<file path="config.mk">
export PLATFORM = sky130hd
export DESIGN_NAME = plc_cn_nmt
export DESIGN_NICKNAME = d
export VERILOG_FILES = /design/src/inc/plc_pkg.sv /design/src/inc/plc_rx_if.sv /design/src/rtl/plc_frame_parser.sv /design/src/rtl/plc_led_flash.sv /design/src/rtl/plc_cn_nmt.sv
export SDC_FILE = /design/constraint.sdc
export NUM_CORES = 1
export LEC_CHECK = 0
export ABC_AREA = 1
export ABC_CLOCK_PERIOD_IN_PS = 3800
export BUFFER_PORTS_ARGS = -buffer_cell sky130_fd_sc_hd__buf_2
export CAP_MARGIN = 5
export CORE_UTILIZATION = 46
export DETAILED_ROUTE_END_ITERATION = 6
export GPL_TIMING_DRIVEN = 0
export PLACE_DENSITY_LB_ADDON = 0.3
export SLEW_MARGIN = 20
export SYNTH_ARGS = -nofsm -noshare
export SYNTH_HDL_FRONTEND = slang
export SYNTH_SLANG_ARGS = --single-unit
</file>
<file path="constraint.sdc">
create_clock -name clk -period 3.8 [get_ports clk]
set_input_delay 0 -clock clk [delete_from_list [all_inputs] [get_ports clk]]
set_output_delay 0 -clock clk [all_outputs]
set_load 0.01 [all_outputs]
</file>
<file path="src/inc/plc_pkg.sv">
package plc_pkg;
	localparam logic [15:0] ETHERTYPE_PL   = 16'h88AB;
	localparam logic [10:0] OFS_ETYPE_HI   = 11'h00C;
	localparam logic [10:0] OFS_ETYPE_LO   = 11'h00D;
	localparam logic [10:0] OFS_MTYPE      = 11'h00E;
	localparam logic [10:0] OFS_DST        = 11'h00F;
	localparam logic [10:0] OFS_SRC        = 11'h010;
	localparam logic [10:0] OFS_DATA0      = 11'h011;
	localparam logic [10:0] OFS_DATA1      = 11'h012;
	localparam logic [6:0]  MT_SOC         = 7'h01;
	localparam logic [6:0]  MT_PREQ        = 7'h03;
	localparam logic [6:0]  MT_PRES        = 7'h04;
	localparam logic [6:0]  MT_SOA         = 7'h05;
	localparam logic [6:0]  MT_ASND        = 7'h06;
	localparam logic [7:0]  NODE_BCAST     = 8'hFF;
	localparam logic [7:0]  SVC_NONE       = 8'h00;
	localparam logic [7:0]  SVC_NMT_CMD    = 8'h04;
	localparam logic [7:0]  CMD_START      = 8'h21;
	localparam logic [7:0]  CMD_STOP       = 8'h22;
	localparam logic [7:0]  CMD_PREOP2     = 8'h23;
	localparam logic [7:0]  CMD_EN_RDY     = 8'h24;
	localparam logic [7:0]  CMD_RESET      = 8'h28;
	localparam int          CLK_HZ         = 125_000_000;
	localparam int          CYC_PER_MS     = CLK_HZ / 1000;
	localparam int          BLINK_MS       = 200;
	localparam int          FLICKER_MS     = 50;
	localparam int          FLASH_ON_MS    = 200;
	localparam int          FLASH_OFF_MS   = 200;
	localparam int          FLASH_GAP_MS   = 1000;
	localparam int          NA_TIMEOUT_MS  = 100;
	localparam logic [31:0] BLINK_CYC      = 32'(BLINK_MS * CYC_PER_MS);
	localparam logic [31:0] FLICKER_CYC    = 32'(FLICKER_MS * CYC_PER_MS);
	localparam logic [31:0] FLASH_ON_CYC   = 32'(FLASH_ON_MS * CYC_PER_MS);
	localparam logic [31:0] FLASH_OFF_CYC  = 32'(FLASH_OFF_MS * CYC_PER_MS);
	localparam logic [31:0] FLASH_GAP_CYC  = 32'(FLASH_GAP_MS * CYC_PER_MS);
	localparam logic [31:0] NA_TIMEOUT_CYC = 32'(NA_TIMEOUT_MS * CYC_PER_MS);

	typedef enum logic [6:0] {
		ST_NOT_ACTIVE = 7'h01,
		ST_PREOP1     = 7'h02,
		ST_PREOP2     = 7'h04,
		ST_READY      = 7'h08,
		ST_OPER       = 7'h10,
		ST_STOPPED    = 7'h20,
		ST_BASIC_ETH  = 7'h40
	} plc_state_t;

	typedef enum logic [2:0] {
		LED_OFF    = 3'h0,
		LED_SINGLE = 3'h1,
		LED_DOUBLE = 3'h2,
		LED_TRIPLE = 3'h3,
		LED_SOLID  = 3'h4,
		LED_BLINK  = 3'h5,
		LED_FLICK  = 3'h6
	} plc_led_t;
endpackage : plc_pkg

</file>
<file path="src/inc/plc_rx_if.sv">
`timescale 1ns/1ps
`default_nettype none
interface plc_rx_if;
	logic       evt;
	logic [6:0] mtype;
	logic [7:0] dst;
	logic [7:0] src;
	logic [7:0] d0;
	logic [7:0] d1;
	logic       pd_valid;
	logic [7:0] pd_data;
	logic [6:0] cur_type;
	modport parser (output evt, mtype, dst, src, d0, d1, pd_valid, pd_data, cur_type);
	modport nmt (input evt, mtype, dst, src, d0, d1, pd_valid, pd_data, cur_type);
endinterface : plc_rx_if
`default_nettype wire

</file>
<file path="src/rtl/plc_frame_parser.sv">
`timescale 1ns/1ps
`default_nettype none
module plc_frame_parser
	import plc_pkg::*;
(
	input  wire logic   clk,
	input  wire logic   rst,
	input  wire logic   rx_valid,
	input  wire logic   rx_sof,
	input  wire logic [7:0] rx_data,
	input  wire logic   rx_eof,
	input  wire logic   rx_crc_ok,
	plc_rx_if.parser    rxo
);
	typedef struct packed {
		logic [10:0] cnt;
		logic        ok;
		logic [6:0]  mtype;
		logic [7:0]  dst;
		logic [7:0]  src;
		logic [7:0]  d0;
		logic [7:0]  d1;
		logic        evt;
		logic        pdv;
		logic [7:0]  pdd;
	} plc_prs_t;

	plc_prs_t s_q, s_d;
	logic     known;
	logic [10:0] idx;

	always_comb begin
		s_d = s_q;
		s_d.evt = 1'b0;
		s_d.pdv = 1'b0;
		idx = rx_sof ? 11'h000 : s_q.cnt;
		known = (s_q.mtype == MT_SOC) || (s_q.mtype == MT_PREQ) || (s_q.mtype == MT_PRES)
			|| (s_q.mtype == MT_SOA) || (s_q.mtype == MT_ASND);
		if (rx_valid) begin
			if (rx_sof)
				s_d.ok = 1'b1;
			if (s_q.cnt != 11'h7FF)
				s_d.cnt = idx + 11'h001;
			if (idx == OFS_ETYPE_HI && rx_data != ETHERTYPE_PL[15:8])
				s_d.ok = 1'b0;
			if (idx == OFS_ETYPE_LO && rx_data != ETHERTYPE_PL[7:0])
				s_d.ok = 1'b0;
			if (idx == OFS_MTYPE)
				s_d.mtype = rx_data[6:0];
			if (idx == OFS_DST)
				s_d.dst = rx_data;
			if (idx == OFS_SRC)
				s_d.src = rx_data;
			if (idx == OFS_DATA0)
				s_d.d0 = rx_data;
			if (idx == OFS_DATA1)
				s_d.d1 = rx_data;
			if (idx >= OFS_DATA0 && s_q.ok) begin
				s_d.pdv = 1'b1;
				s_d.pdd = rx_data;
			end
		end
		// crc errors and short frames never reach the state machine
		if (rx_eof) begin
			s_d.evt = s_q.ok && known && rx_crc_ok && (s_q.cnt > OFS_SRC);
			s_d.ok  = 1'b0;
		end
	end

	always_ff @(posedge clk or posedge rst) begin
		if (rst)
			s_q <= '0;
		else
			s_q <= s_d;
	end

	assign rxo.evt      = s_q.evt;
	assign rxo.mtype    = s_q.mtype;
	assign rxo.dst      = s_q.dst;
	assign rxo.src      = s_q.src;
	assign rxo.d0       = s_q.d0;
	assign rxo.d1       = s_q.d1;
	assign rxo.pd_valid = s_q.pdv;
	assign rxo.pd_data  = s_q.pdd;
	assign rxo.cur_type = s_q.mtype;
endmodule : plc_frame_parser
`default_nettype wire

</file>
<file path="src/rtl/plc_led_flash.sv">
`timescale 1ns/1ps
`default_nettype none
module plc_led_flash
	import plc_pkg::*;
#(
	parameter logic [31:0] ON_CYC    = FLASH_ON_CYC,
	parameter logic [31:0] OFF_CYC   = FLASH_OFF_CYC,
	parameter logic [31:0] GAP_CYC   = FLASH_GAP_CYC,
	parameter logic [31:0] BLINK_LEN = BLINK_CYC,
	parameter logic [31:0] FLICK_LEN = FLICKER_CYC
) (
	input  wire logic   clk,
	input  wire logic   rst,
	input  wire plc_pkg::plc_led_t pattern,
	output logic        led
);
	typedef struct packed {
		plc_led_t    pat;
		logic [31:0] cnt;
		logic [1:0]  k;
		logic        led;
	} plc_led_st_t;

	plc_led_st_t s_q, s_d;

	always_comb begin
		s_d = s_q;
		s_d.pat = pattern;
		if (pattern != s_q.pat) begin
			// restart so each state's pattern begins with a clean first flash
			s_d.cnt = '0;
			s_d.k   = 2'h0;
			s_d.led = 1'b0;
		end else if (s_q.cnt != '0) begin
			s_d.cnt = s_q.cnt - 32'h1;
		end else begin
			case (pattern)
				LED_OFF:   s_d.led = 1'b0;
				LED_SOLID: s_d.led = 1'b1;
				LED_BLINK: begin
					s_d.led = !s_q.led;
					s_d.cnt = BLINK_LEN - 32'h1;
				end
				LED_FLICK: begin
					s_d.led = !s_q.led;
					s_d.cnt = FLICK_LEN - 32'h1;
				end
				LED_SINGLE, LED_DOUBLE, LED_TRIPLE: begin
					if (!s_q.led) begin
						s_d.led = 1'b1;
						s_d.cnt = ON_CYC - 32'h1;
					end else begin
						s_d.led = 1'b0;
						if (s_q.k + 2'h1 == 2'(pattern)) begin
							s_d.k   = 2'h0;
							s_d.cnt = GAP_CYC - 32'h1;
						end else begin
							s_d.k   = s_q.k + 2'h1;
							s_d.cnt = OFF_CYC - 32'h1;
						end
					end
				end
				default: s_d.led = 1'b0;
			endcase
		end
	end

	always_ff @(posedge clk or posedge rst) begin
		if (rst)
			s_q <= '{pat: LED_OFF, cnt: 32'h0, k: 2'h0, led: 1'b0};
		else
			s_q <= s_d;
	end

	assign led = s_q.led;
endmodule : plc_led_flash
`default_nettype wire

</file>
<file path="src/rtl/plc_cn_nmt.sv">
// Operation
// - addressed node answers poll with response
// - async payloads ride in async send frames
// - async period: one sender, one message
// - no invitation means no async send follows
// - async phase timed from start-async to response
// - not-active: listen only, see resets, led off
// - not-active to preop1 on start-async or cycle
// - not-active to basic ethernet on timeout
// - preop1: send only when invited, single flash
// - identification in preop1, may continue preop2
// - preop1 to preop2 on start-of-cycle
// - preop2: accept polls, drop data, double flash
// - preop2: answer invitations only; ready answers polls too
// - preop2 to ready: enable command plus app ready
// - error in preop2 or ready returns preop1
// - stop command in preop2 or ready stops
// - ready: answer polls, triple flash, start operates
// - start-of-cycle type 01h begins each cycle
// - accept frame only with ethertype 88ABh
// - header: reserved, type, destination, source, data
// - basic ethernet: cycle frame halts tx, preop1
`timescale 1ns/1ps
`default_nettype none
module plc_cn_nmt
	import plc_pkg::*;
#(
	parameter logic [7:0]  NODE_ID    = 8'h01,
	parameter logic [31:0] NA_TIMEOUT = NA_TIMEOUT_CYC,
	parameter logic [31:0] ON_CYC     = FLASH_ON_CYC,
	parameter logic [31:0] OFF_CYC    = FLASH_OFF_CYC,
	parameter logic [31:0] GAP_CYC    = FLASH_GAP_CYC,
	parameter logic [31:0] BLINK_LEN  = BLINK_CYC,
	parameter logic [31:0] FLICK_LEN  = FLICKER_CYC
) (
	input  wire logic        clk,
	input  wire logic        rst,
	input  wire logic        rx_valid,
	input  wire logic        rx_sof,
	input  wire logic [7:0]  rx_data,
	input  wire logic        rx_eof,
	input  wire logic        rx_crc_ok,
	input  wire logic        app_ready,
	input  wire logic        err_detect,
	output logic             tx_pres,
	output logic             tx_async,
	output logic             tx_legacy_en,
	output logic             pdo_valid,
	output logic [7:0]       pdo_data,
	output logic             cycle_start,
	output logic             ident_req,
	output plc_pkg::plc_state_t nmt_state,
	output logic             module_status_led
);
	typedef struct packed {
		plc_state_t  st;
		logic [31:0] to_cnt;
		logic        en_rdy;
		logic        pres;
		logic        asyn;
		logic        legacy;
		logic        pdv;
		logic [7:0]  pdd;
		logic        soc;
		logic        ident;
		plc_led_t    pat;
	} plc_nmt_t;

	plc_rx_if rx ();

	plc_frame_parser u_parser (
		.clk       (clk),
		.rst       (rst),
		.rx_valid  (rx_valid),
		.rx_sof    (rx_sof),
		.rx_data   (rx_data),
		.rx_eof    (rx_eof),
		.rx_crc_ok (rx_crc_ok),
		.rxo       (rx)
	);

	plc_nmt_t s_q, s_d;

	logic is_soc;
	logic is_preq;
	logic is_pres;
	logic is_soa;
	logic is_asnd;
	logic cyc_frame;
	logic for_me;
	logic invited;
	logic nmt_cmd;
	logic pd_keep;

	always_comb begin
		is_soc  = rx.evt && rx.mtype == MT_SOC;
		is_preq = rx.evt && rx.mtype == MT_PREQ && rx.dst == NODE_ID;
		is_pres = rx.evt && rx.mtype == MT_PRES;
		is_soa  = rx.evt && rx.mtype == MT_SOA;
		is_asnd = rx.evt && rx.mtype == MT_ASND;
		cyc_frame = is_soc || is_pres || is_soa
			|| (rx.evt && rx.mtype == MT_PREQ);
		for_me  = rx.dst == NODE_ID || rx.dst == NODE_BCAST;
		// an empty service field grants nobody, so no async send may follow
		// the single answer closes the async phase right behind the start-async
		invited = is_soa && rx.d0 != SVC_NONE && rx.d1 == NODE_ID;
		nmt_cmd = is_asnd && for_me && rx.d0 == SVC_NMT_CMD;
		// process data only reaches the application once operational
		pd_keep = rx.pd_valid && s_q.st == ST_OPER
			&& (rx.cur_type == MT_PREQ || rx.cur_type == MT_PRES)
			&& (rx.cur_type == MT_PRES || rx.dst == NODE_ID);
	end

	always_comb begin
		s_d = s_q;
		s_d.pres  = 1'b0;
		s_d.asyn  = 1'b0;
		s_d.soc   = is_soc;
		s_d.ident = 1'b0;
		s_d.pdv   = pd_keep;
		if (pd_keep)
			s_d.pdd = rx.pd_data;
		if (nmt_cmd && rx.d1 == CMD_EN_RDY)
			s_d.en_rdy = 1'b1;
		case (s_q.st)
			ST_NOT_ACTIVE: begin
				s_d.pat    = LED_OFF;
				s_d.legacy = 1'b0;
				if (cyc_frame)
					s_d.to_cnt = NA_TIMEOUT;
				else if (s_q.to_cnt != '0)
					s_d.to_cnt = s_q.to_cnt - 32'h1;
				if (is_soc || is_soa)
					s_d.st = ST_PREOP1;
				else if (s_q.to_cnt == 32'h1 && !cyc_frame)
					s_d.st = ST_BASIC_ETH;
			end
			ST_PREOP1: begin
				s_d.pat = LED_SINGLE;
				s_d.asyn = invited;
				// identification and config may carry over into preop2
				s_d.ident = invited;
				if (is_soc) begin
					s_d.st = ST_PREOP2;
					s_d.en_rdy = 1'b0;
				end
			end
			ST_PREOP2: begin
				s_d.pat  = LED_DOUBLE;
				s_d.asyn = invited;
				s_d.ident = invited;
				if (err_detect)
					s_d.st = ST_PREOP1;
				else if (nmt_cmd && rx.d1 == CMD_STOP)
					s_d.st = ST_STOPPED;
				else if (s_q.en_rdy && app_ready)
					s_d.st = ST_READY;
			end
			ST_READY: begin
				s_d.pat  = LED_TRIPLE;
				s_d.asyn = invited;
				s_d.pres = is_preq;
				if (err_detect)
					s_d.st = ST_PREOP1;
				else if (nmt_cmd && rx.d1 == CMD_STOP)
					s_d.st = ST_STOPPED;
				else if (nmt_cmd && rx.d1 == CMD_START)
					s_d.st = ST_OPER;
			end
			ST_OPER: begin
				s_d.pat  = LED_SOLID;
				s_d.asyn = invited;
				s_d.pres = is_preq;
				if (err_detect)
					s_d.st = ST_PREOP1;
				else if (nmt_cmd && rx.d1 == CMD_STOP)
					s_d.st = ST_STOPPED;
				else if (nmt_cmd && rx.d1 == CMD_PREOP2)
					s_d.st = ST_PREOP2;
			end
			ST_STOPPED: begin
				s_d.pat  = LED_BLINK;
				s_d.asyn = invited;
				if (err_detect)
					s_d.st = ST_PREOP1;
				else if (nmt_cmd && rx.d1 == CMD_PREOP2)
					s_d.st = ST_PREOP2;
			end
			ST_BASIC_ETH: begin
				s_d.pat    = LED_FLICK;
				s_d.legacy = !cyc_frame;
				if (cyc_frame)
					s_d.st = ST_PREOP1;
			end
			default: s_d.st = ST_NOT_ACTIVE;
		endcase
		if (s_d.st != ST_BASIC_ETH)
			s_d.legacy = 1'b0;
		if (s_d.st == ST_PREOP2 && s_q.st != ST_PREOP2)
			s_d.en_rdy = 1'b0;
		// reset is honoured in every state, not-active included
		if (nmt_cmd && rx.d1 == CMD_RESET) begin
			s_d.st     = ST_NOT_ACTIVE;
			s_d.to_cnt = NA_TIMEOUT;
			s_d.pres   = 1'b0;
			s_d.asyn   = 1'b0;
			s_d.legacy = 1'b0;
			s_d.en_rdy = 1'b0;
			// pattern drops with the state so the led never lingers
			s_d.pat    = LED_OFF;
		end
	end

	always_ff @(posedge clk or posedge rst) begin
		if (rst) begin
			s_q        <= '0;
			s_q.st     <= ST_NOT_ACTIVE;
			s_q.to_cnt <= NA_TIMEOUT;
			s_q.pat    <= LED_OFF;
		end else begin
			s_q <= s_d;
		end
	end

	plc_led_flash #(
		.ON_CYC    (ON_CYC),
		.OFF_CYC   (OFF_CYC),
		.GAP_CYC   (GAP_CYC),
		.BLINK_LEN (BLINK_LEN),
		.FLICK_LEN (FLICK_LEN)
	) u_led (
		.clk     (clk),
		.rst     (rst),
		.pattern (s_q.pat),
		.led     (module_status_led)
	);

	assign tx_pres      = s_q.pres;
	assign tx_async     = s_q.asyn;
	assign tx_legacy_en = s_q.legacy;
	assign pdo_valid    = s_q.pdv;
	assign pdo_data     = s_q.pdd;
	assign cycle_start  = s_q.soc;
	assign ident_req    = s_q.ident;
	assign nmt_state    = s_q.st;
endmodule : plc_cn_nmt
`default_nettype wire

</file>
# --- Word level (Yosys, flattened, before mapping) ---
# Index checks and enable logic that the tools add are counted.
totals:
  in_bits: 16
  reg_bits: 156
  word_cells: 196
  out_inout_bits: 22
op_classes:
  n_reduce_logical: 67
  n_lt_le_gt_ge: 2
  n_addsub: 4
  muxes: 54
  eq_ne: 44
op_table:
  columns: ["cell", "count"]
  rows:
  - ["$mux 32", 5]
  - ["$mux 7", 15]
  - ["$pmux 32 s3", 1]
  - ["$reduce_bool 32->1", 2]
  - ["$sub 32x1->32 const B", 2]
  - ["$pmux 7 s7", 1]
  - ["$eq 11x4->1 const B", 4]
  - ["$mux 43", 1]
  - ["$eq 8x6->1 const B", 5]
  - ["$mux 40", 1]
  - ["$eq 7x3->1 const B", 5]
  - ["$mux 35", 1]
  - ["$eq 11x5->1 const B", 3]
  - ["$eq 32x1->1 const B", 1]
  - ["$mux 8", 4]
  - ["$mux 29", 1]
  - ["$logic_and 1x1->1", 27]
  - ["$pmux 3 s7", 1]
  - ["$mux 9", 2]
  - ["$reduce_and 2->1", 9]
  - ["$eq 8x1->1 const B", 2]
  - ["$ne 8x8->1 const B", 2]
  - ["$reduce_bool 8->1", 2]
  - ["$eq 7x1->1 const B", 2]
  - ["36 further kinds", 72]

# --- Depth between registers and ports, before layout ---
logic_depth:
  depth_word: 14
  mapped_depth: 15
  depth_no_buf: 15

# --- Hierarchy ---
# A second synthesis with hierarchy kept.
hier_totals:
  cells_unflattened: 1365
  hier_area_um2: 10040.9
by_module_without_submodules:
  columns: ["module", "instances", "area_each_um2", "seq_area_each_um2", "cells_each"]
  rows:
  - ["plc_cn_nmt", 1, 4043.9, 1442.6, 586]
  - ["plc_frame_parser", 1, 3500.9, 1526.5, 428]
  - ["plc_led_flash", 1, 2496.1, 950.9, 351]

# --- Worst setup path before layout ---
# OpenSTA, ideal clock, no wires.
synth_timing:
  path_type: "flip-flop to flip-flop"
  start: "reg u_led.s_q[3] (netlist name)"
  end: "reg u_led.s_q[33] (netlist name)"
  period_less_slack_ns: 1.797
  path_buffers: 0
  required_ns: 3.712
  stages_incl_launch_ff: 12
  path_slack_ns: 2.003
  arrival_ns: 1.709
  setup_time_ns: 0.088
  cell_sequence: "dfrtp_1 -> inv_1 -> ha_1 -> nand2_2 -> nor2_2 -> nand2_1 -> nor2_2 -> nand3_1 -> nor3_2 -> nand2_1 -> nand2_1 -> nor3b_1"
synth_between:
  elab_chain_len: 3
  word_cells_on_any_way: 5
  cone_classes: "1 x add/sub; 2 x mux; 2 x reduce/logical"
synth_rtl:
  columns: ["item", "line", "rtl"]
  rows:
  - ["from (decl)", "plc_led_flash.sv:24", "plc_led_st_t s_q, s_d;"]
  - ["from (signal assigned)", "plc_led_flash.sv:70", "s_q <= '{pat: LED_OFF, cnt: 32'h0, k: 2'h0, led: 1'b0};"]
  - ["$sub 32x1->32 / $reduce_bool 32->1 (equally long branches)", "plc_led_flash.sv:35, plc_led_flash.sv:34", null]
  - ["$mux 32", "plc_led_flash.sv:34", "end else if (s_q.cnt != '0) begin"]
  - ["$mux 35", "plc_led_flash.sv:29", "if (pattern != s_q.pat) begin"]
# Parallel ways exist; a longest one is shown, timed or not.
# A chain may end at the register's enable or synchronous reset.

# --- Final worst setup path ---
layout_timing:
  start: "reg u_led.s_q[3] (netlist name)"
  end: "reg u_led.s_q[24] (netlist name)"
# The elaborated chain is that of the path after synthesis.

==> summary.md <==
| Metric | Value |
|---|---|
| Status | `finished, final reports clean` |
| Ant. Diodes | `0` |
| Initial Util | `47.1%` |
| Num ports | `38` |
| RSZ-0062 raised after global routing | `false` |
| Width of the chip | `138 microns` |
| Async SR Flop Fraction | `100%` |
| CTS Buf Count | `17` |
| Kind of cell adding the most delay to the critical path | `simple AND/OR/NAND/NOR gates` |
| WL/cell | `14.2 microns` |
| Warnings from Yosys | `0` |
| CTS H-tree lvls | `4` |
| Area Growth Syn to Fin | `15.3%` |
| Crit. End Element | `flop` |
| Most common cell after layout, fill and taps aside | `nand2_1` |
| Layout cells sized above 1 | `12.1%` |
| Total core area | `18000 sq um` |
| Setup TNS | `0 ns` |
| Root Buffer | `clkbuf_16` |
| Main synth FF type | `dfrtp_1` |
| Worst Path Arrival | `2.62 ns` |
| Clk slew on worst S/H paths | `0.06 ns` |
| Startpoint types | `flop` |
| Synthesized area | `between 8000 and 9000 sq um` |
| Synthesized Nets | `1172` |
| CP max stage delay | `0.36 ns` |
| Die ar. | `19000 sq um` |
| Seq cells post-synth | `148` |
| DRT iter0 DRCs | `419` |
| Synth area leader | `dfrtp_1` |
| Crit path cell chain | `inv_1 -> ha_1 -> nand3_1 -> nor4_1 -> nand3_1 -> nor2_2 -> nand4_1 -> nand2_2 -> inv_2 -> nand2_2 -> nor2_1` |
| Site row count | `49` |
| Clk_skew | `0.0125 ns` |
| Leak | `5.24 nW` |
| Port bufs | `36` |
| Final min period | `between 2 and 2.5 ns` |
| Fillers | `1750` |
| # nets final | `1245` |
| Most frequent cells in the layout | `nand2_1, nor2_1, inv_1` |
| Worst hold path class | `in2reg` |
| Pwr Density | `350 nW/um^2` |
| CP Data Required Time | `4.11 ns` |
| Worst-path maximum fanout | `9` |
| Cells after synthesis | `1147` |
| Netlist cell types | `51` |
| Finished Core Util | `between 50% and 60%` |
| Number of synthesized flops with an enable pin | `0` |
| Total Routed Length | `20.7 mm` |
| Detailed Routing Iterations Pass 1 | `5` |
| Setup CP Type | `reg2reg` |
| Setup violators final | `0` |
| Final hold vios | `0` |
| Top cell type's share of synthesized area | `39.8%` |
| Max-cap violations | `0` |
| Die Ht | `138 microns` |
| DRC viols | `0` |
| Mean area per synthesized cell | `7.41 sq um` |
| Final period util | `between 60% and 70%` |
| CP max-delay cell | `dfrtp_1` |
| Slew Viols, Final | `0` |
| Initial antenna violation count | `0` |
| Clk Latency, worst-skew pair | `0.43 ns` |
| Final HPWL DP | `15.4 mm` |
| Largest net degree at the start of global routing | `35` |
| Max Buffers Root-to-Sink | `2` |
| Post-CTS setup buffers | `0` |
| Global-route wire length before repair | `34.2 mm` |
| Max Fclk | `0.433 GHz` |
| Tot GR Track Use | `23.4%` |
| Vias in the first global route | `6940` |
| Slew HR | `42.3%` |
| RePlAce Congestion | `0.911` |
| DRT antenna net count | `0` |
| Vias per inst | `5.21` |
| Largest cells by area after synthesis | `dfrtp_1, nand2_1, nor2_1` |
| Worst-Margin Slew | `0.864 ns` |
| Vias after detailed routing | `roughly 7600` |
| Gr ovfl total | `0` |
| Maximum vdd drop | `0.302 mV` |
| CTS Sinks | `148` |
| CP Buf/Inv Count | `2` |
| CTS tree | `yes` |
| Post-synthesis sequential area ratio | `a little over two fifths` |
-- power breakdown --
group          switching (mW)  internal (mW)
Combinational          0.0966         0.0491
Sequential            0.00879           1.59
Clock                   0.694          0.994
-- layout make-up --
| cell class | instances | area [sq um] | area share (%) |
|---|---|---|---|
| Tap cell | 229 | 287 | 2.92 |
| Timing Repair Buffer | 54 | 418 | 4.27 |
| Clock buffer | 19 | 443 | 4.52 |
| Buffer | 30 | 190 | 1.94 |
| Inverter | 166 | 627 | 6.40 |
| Multi-Input combinational cell | 803 | 3970 | 40.5 |
| Sequential cell | 148 | 3720 | 38.0 |
| Clock inverter | 13 | 148 | 1.51 |
-- logic make-up (layout without fill, tap and decap cells) --
family	after synthesis	after routing	synth area share, %
buf+inv	196	282	9.57
xor+xnor	43	43	4.43
simple gates	606	606	31.1
flops	148	148	43.8
compound gates	145	145	9.82
fa+ha+maj	9	9	1.33
-- repair_timing --
action / in CTS / in global routing
hold buffers: 13 / 0
setup endpoints to repair: 0 / 0
gates resized for setup: 0 / 0
endpoints found under the hold margin: 130 / 0
-- final timing paths --
path | from | end | slack (ns) | depth (start not counted)
setup / recovery | u_led.s_q[3]$_DFFE_PP0P_ | u_led.s_q[24]$_DFFE_PP0P_ | 1.49 | 11
hold / removal | rx_data[0] | u_parser.rxo.cur_type[0]$_DFFE_PP0P_ | 0.01 | 3
setup reg to reg | u_led.s_q[3]$_DFFE_PP0P_ | u_led.s_q[24]$_DFFE_PP0P_ | 1.49 | 11
hold reg to reg | s_q[0]$_DFFE_PP0P_ | u_led.s_q[35]$_DFF_PP0_ | 0.37 | 0
max in group asynchronous | rst | s_q[31]$_DFFE_PP1P_ | 3.04 | 5
min in group asynchronous | rst | pdo_valid$_DFF_PP0_ | 0.07 | 3
-- cell usage after synthesis, types with 4 or more instances --
cell type    n
o211ai_1     4
o22ai_1      7
nand3_1     71
nand2_1    252
o21ai_0     80
nand2_2      8
dfrtp_1    135
a21oi_1     23
clkbuf_1     5
inv_2        8
xor2_1      36
inv_1      155
nand3b_1     6
nor2_1     179
o21ai_1      4
nor3_1      24
buf_4       16
o31ai_1      4
a31oi_1      4
dfstp_2     13
or2_2        5
nor4_1      12
nand4_1     29
ha_1         9
nor2_2       7
buf_2        8
xnor2_1      7
-- layer usage --
metal	wire length, microns	share of wire [%]	global-route usage [%]
met1	9860	48	32.7
met2	9860	48	37.6
met3	843	4.1	4.06
met4	181	0.87	5.92
met5	0	0	0
-- worst reg2reg max path: cells and delay by family, from the launching register on --
family | cells | cell delay [ns]
fa+ha+maj | 1 | 0.25
buf+inv | 2 | 0.27
flops | 1 | 0.36
simple gates | 8 | 1.30
-- registers in the layout (all words and copies together), names as in the netlist, 7 cells and up --
name	flops
pdo_data	8
nmt_state	7
u_parser.rxo.pd_data	8
u_parser.s_q	12
u_led.s_q	37
u_parser.rxo.d1	8
s_q	36
u_parser.rxo.dst	8
u_parser.rxo.d0	8
u_parser.rxo.cur_type	7
-- metrics by stage --
step	cells	worst slack, ns	cell area [sq um]	hold WS [ns]	power [mW]
after floorplan	1147	1.95	8500	0.0734	1.71
after global placement	1412	0.962	8970	0.175	1.75
after detailed placement	1417	1.55	9080	-0.0508	1.76
after CTS	1462	1.55	9800	0.00154	3.46
after global routing	1462	1.34	9800	0.0171	3.55
final	1462	1.49	9800	0.0116	3.43
Note: power is estimated with default switching activity, not from simulation.
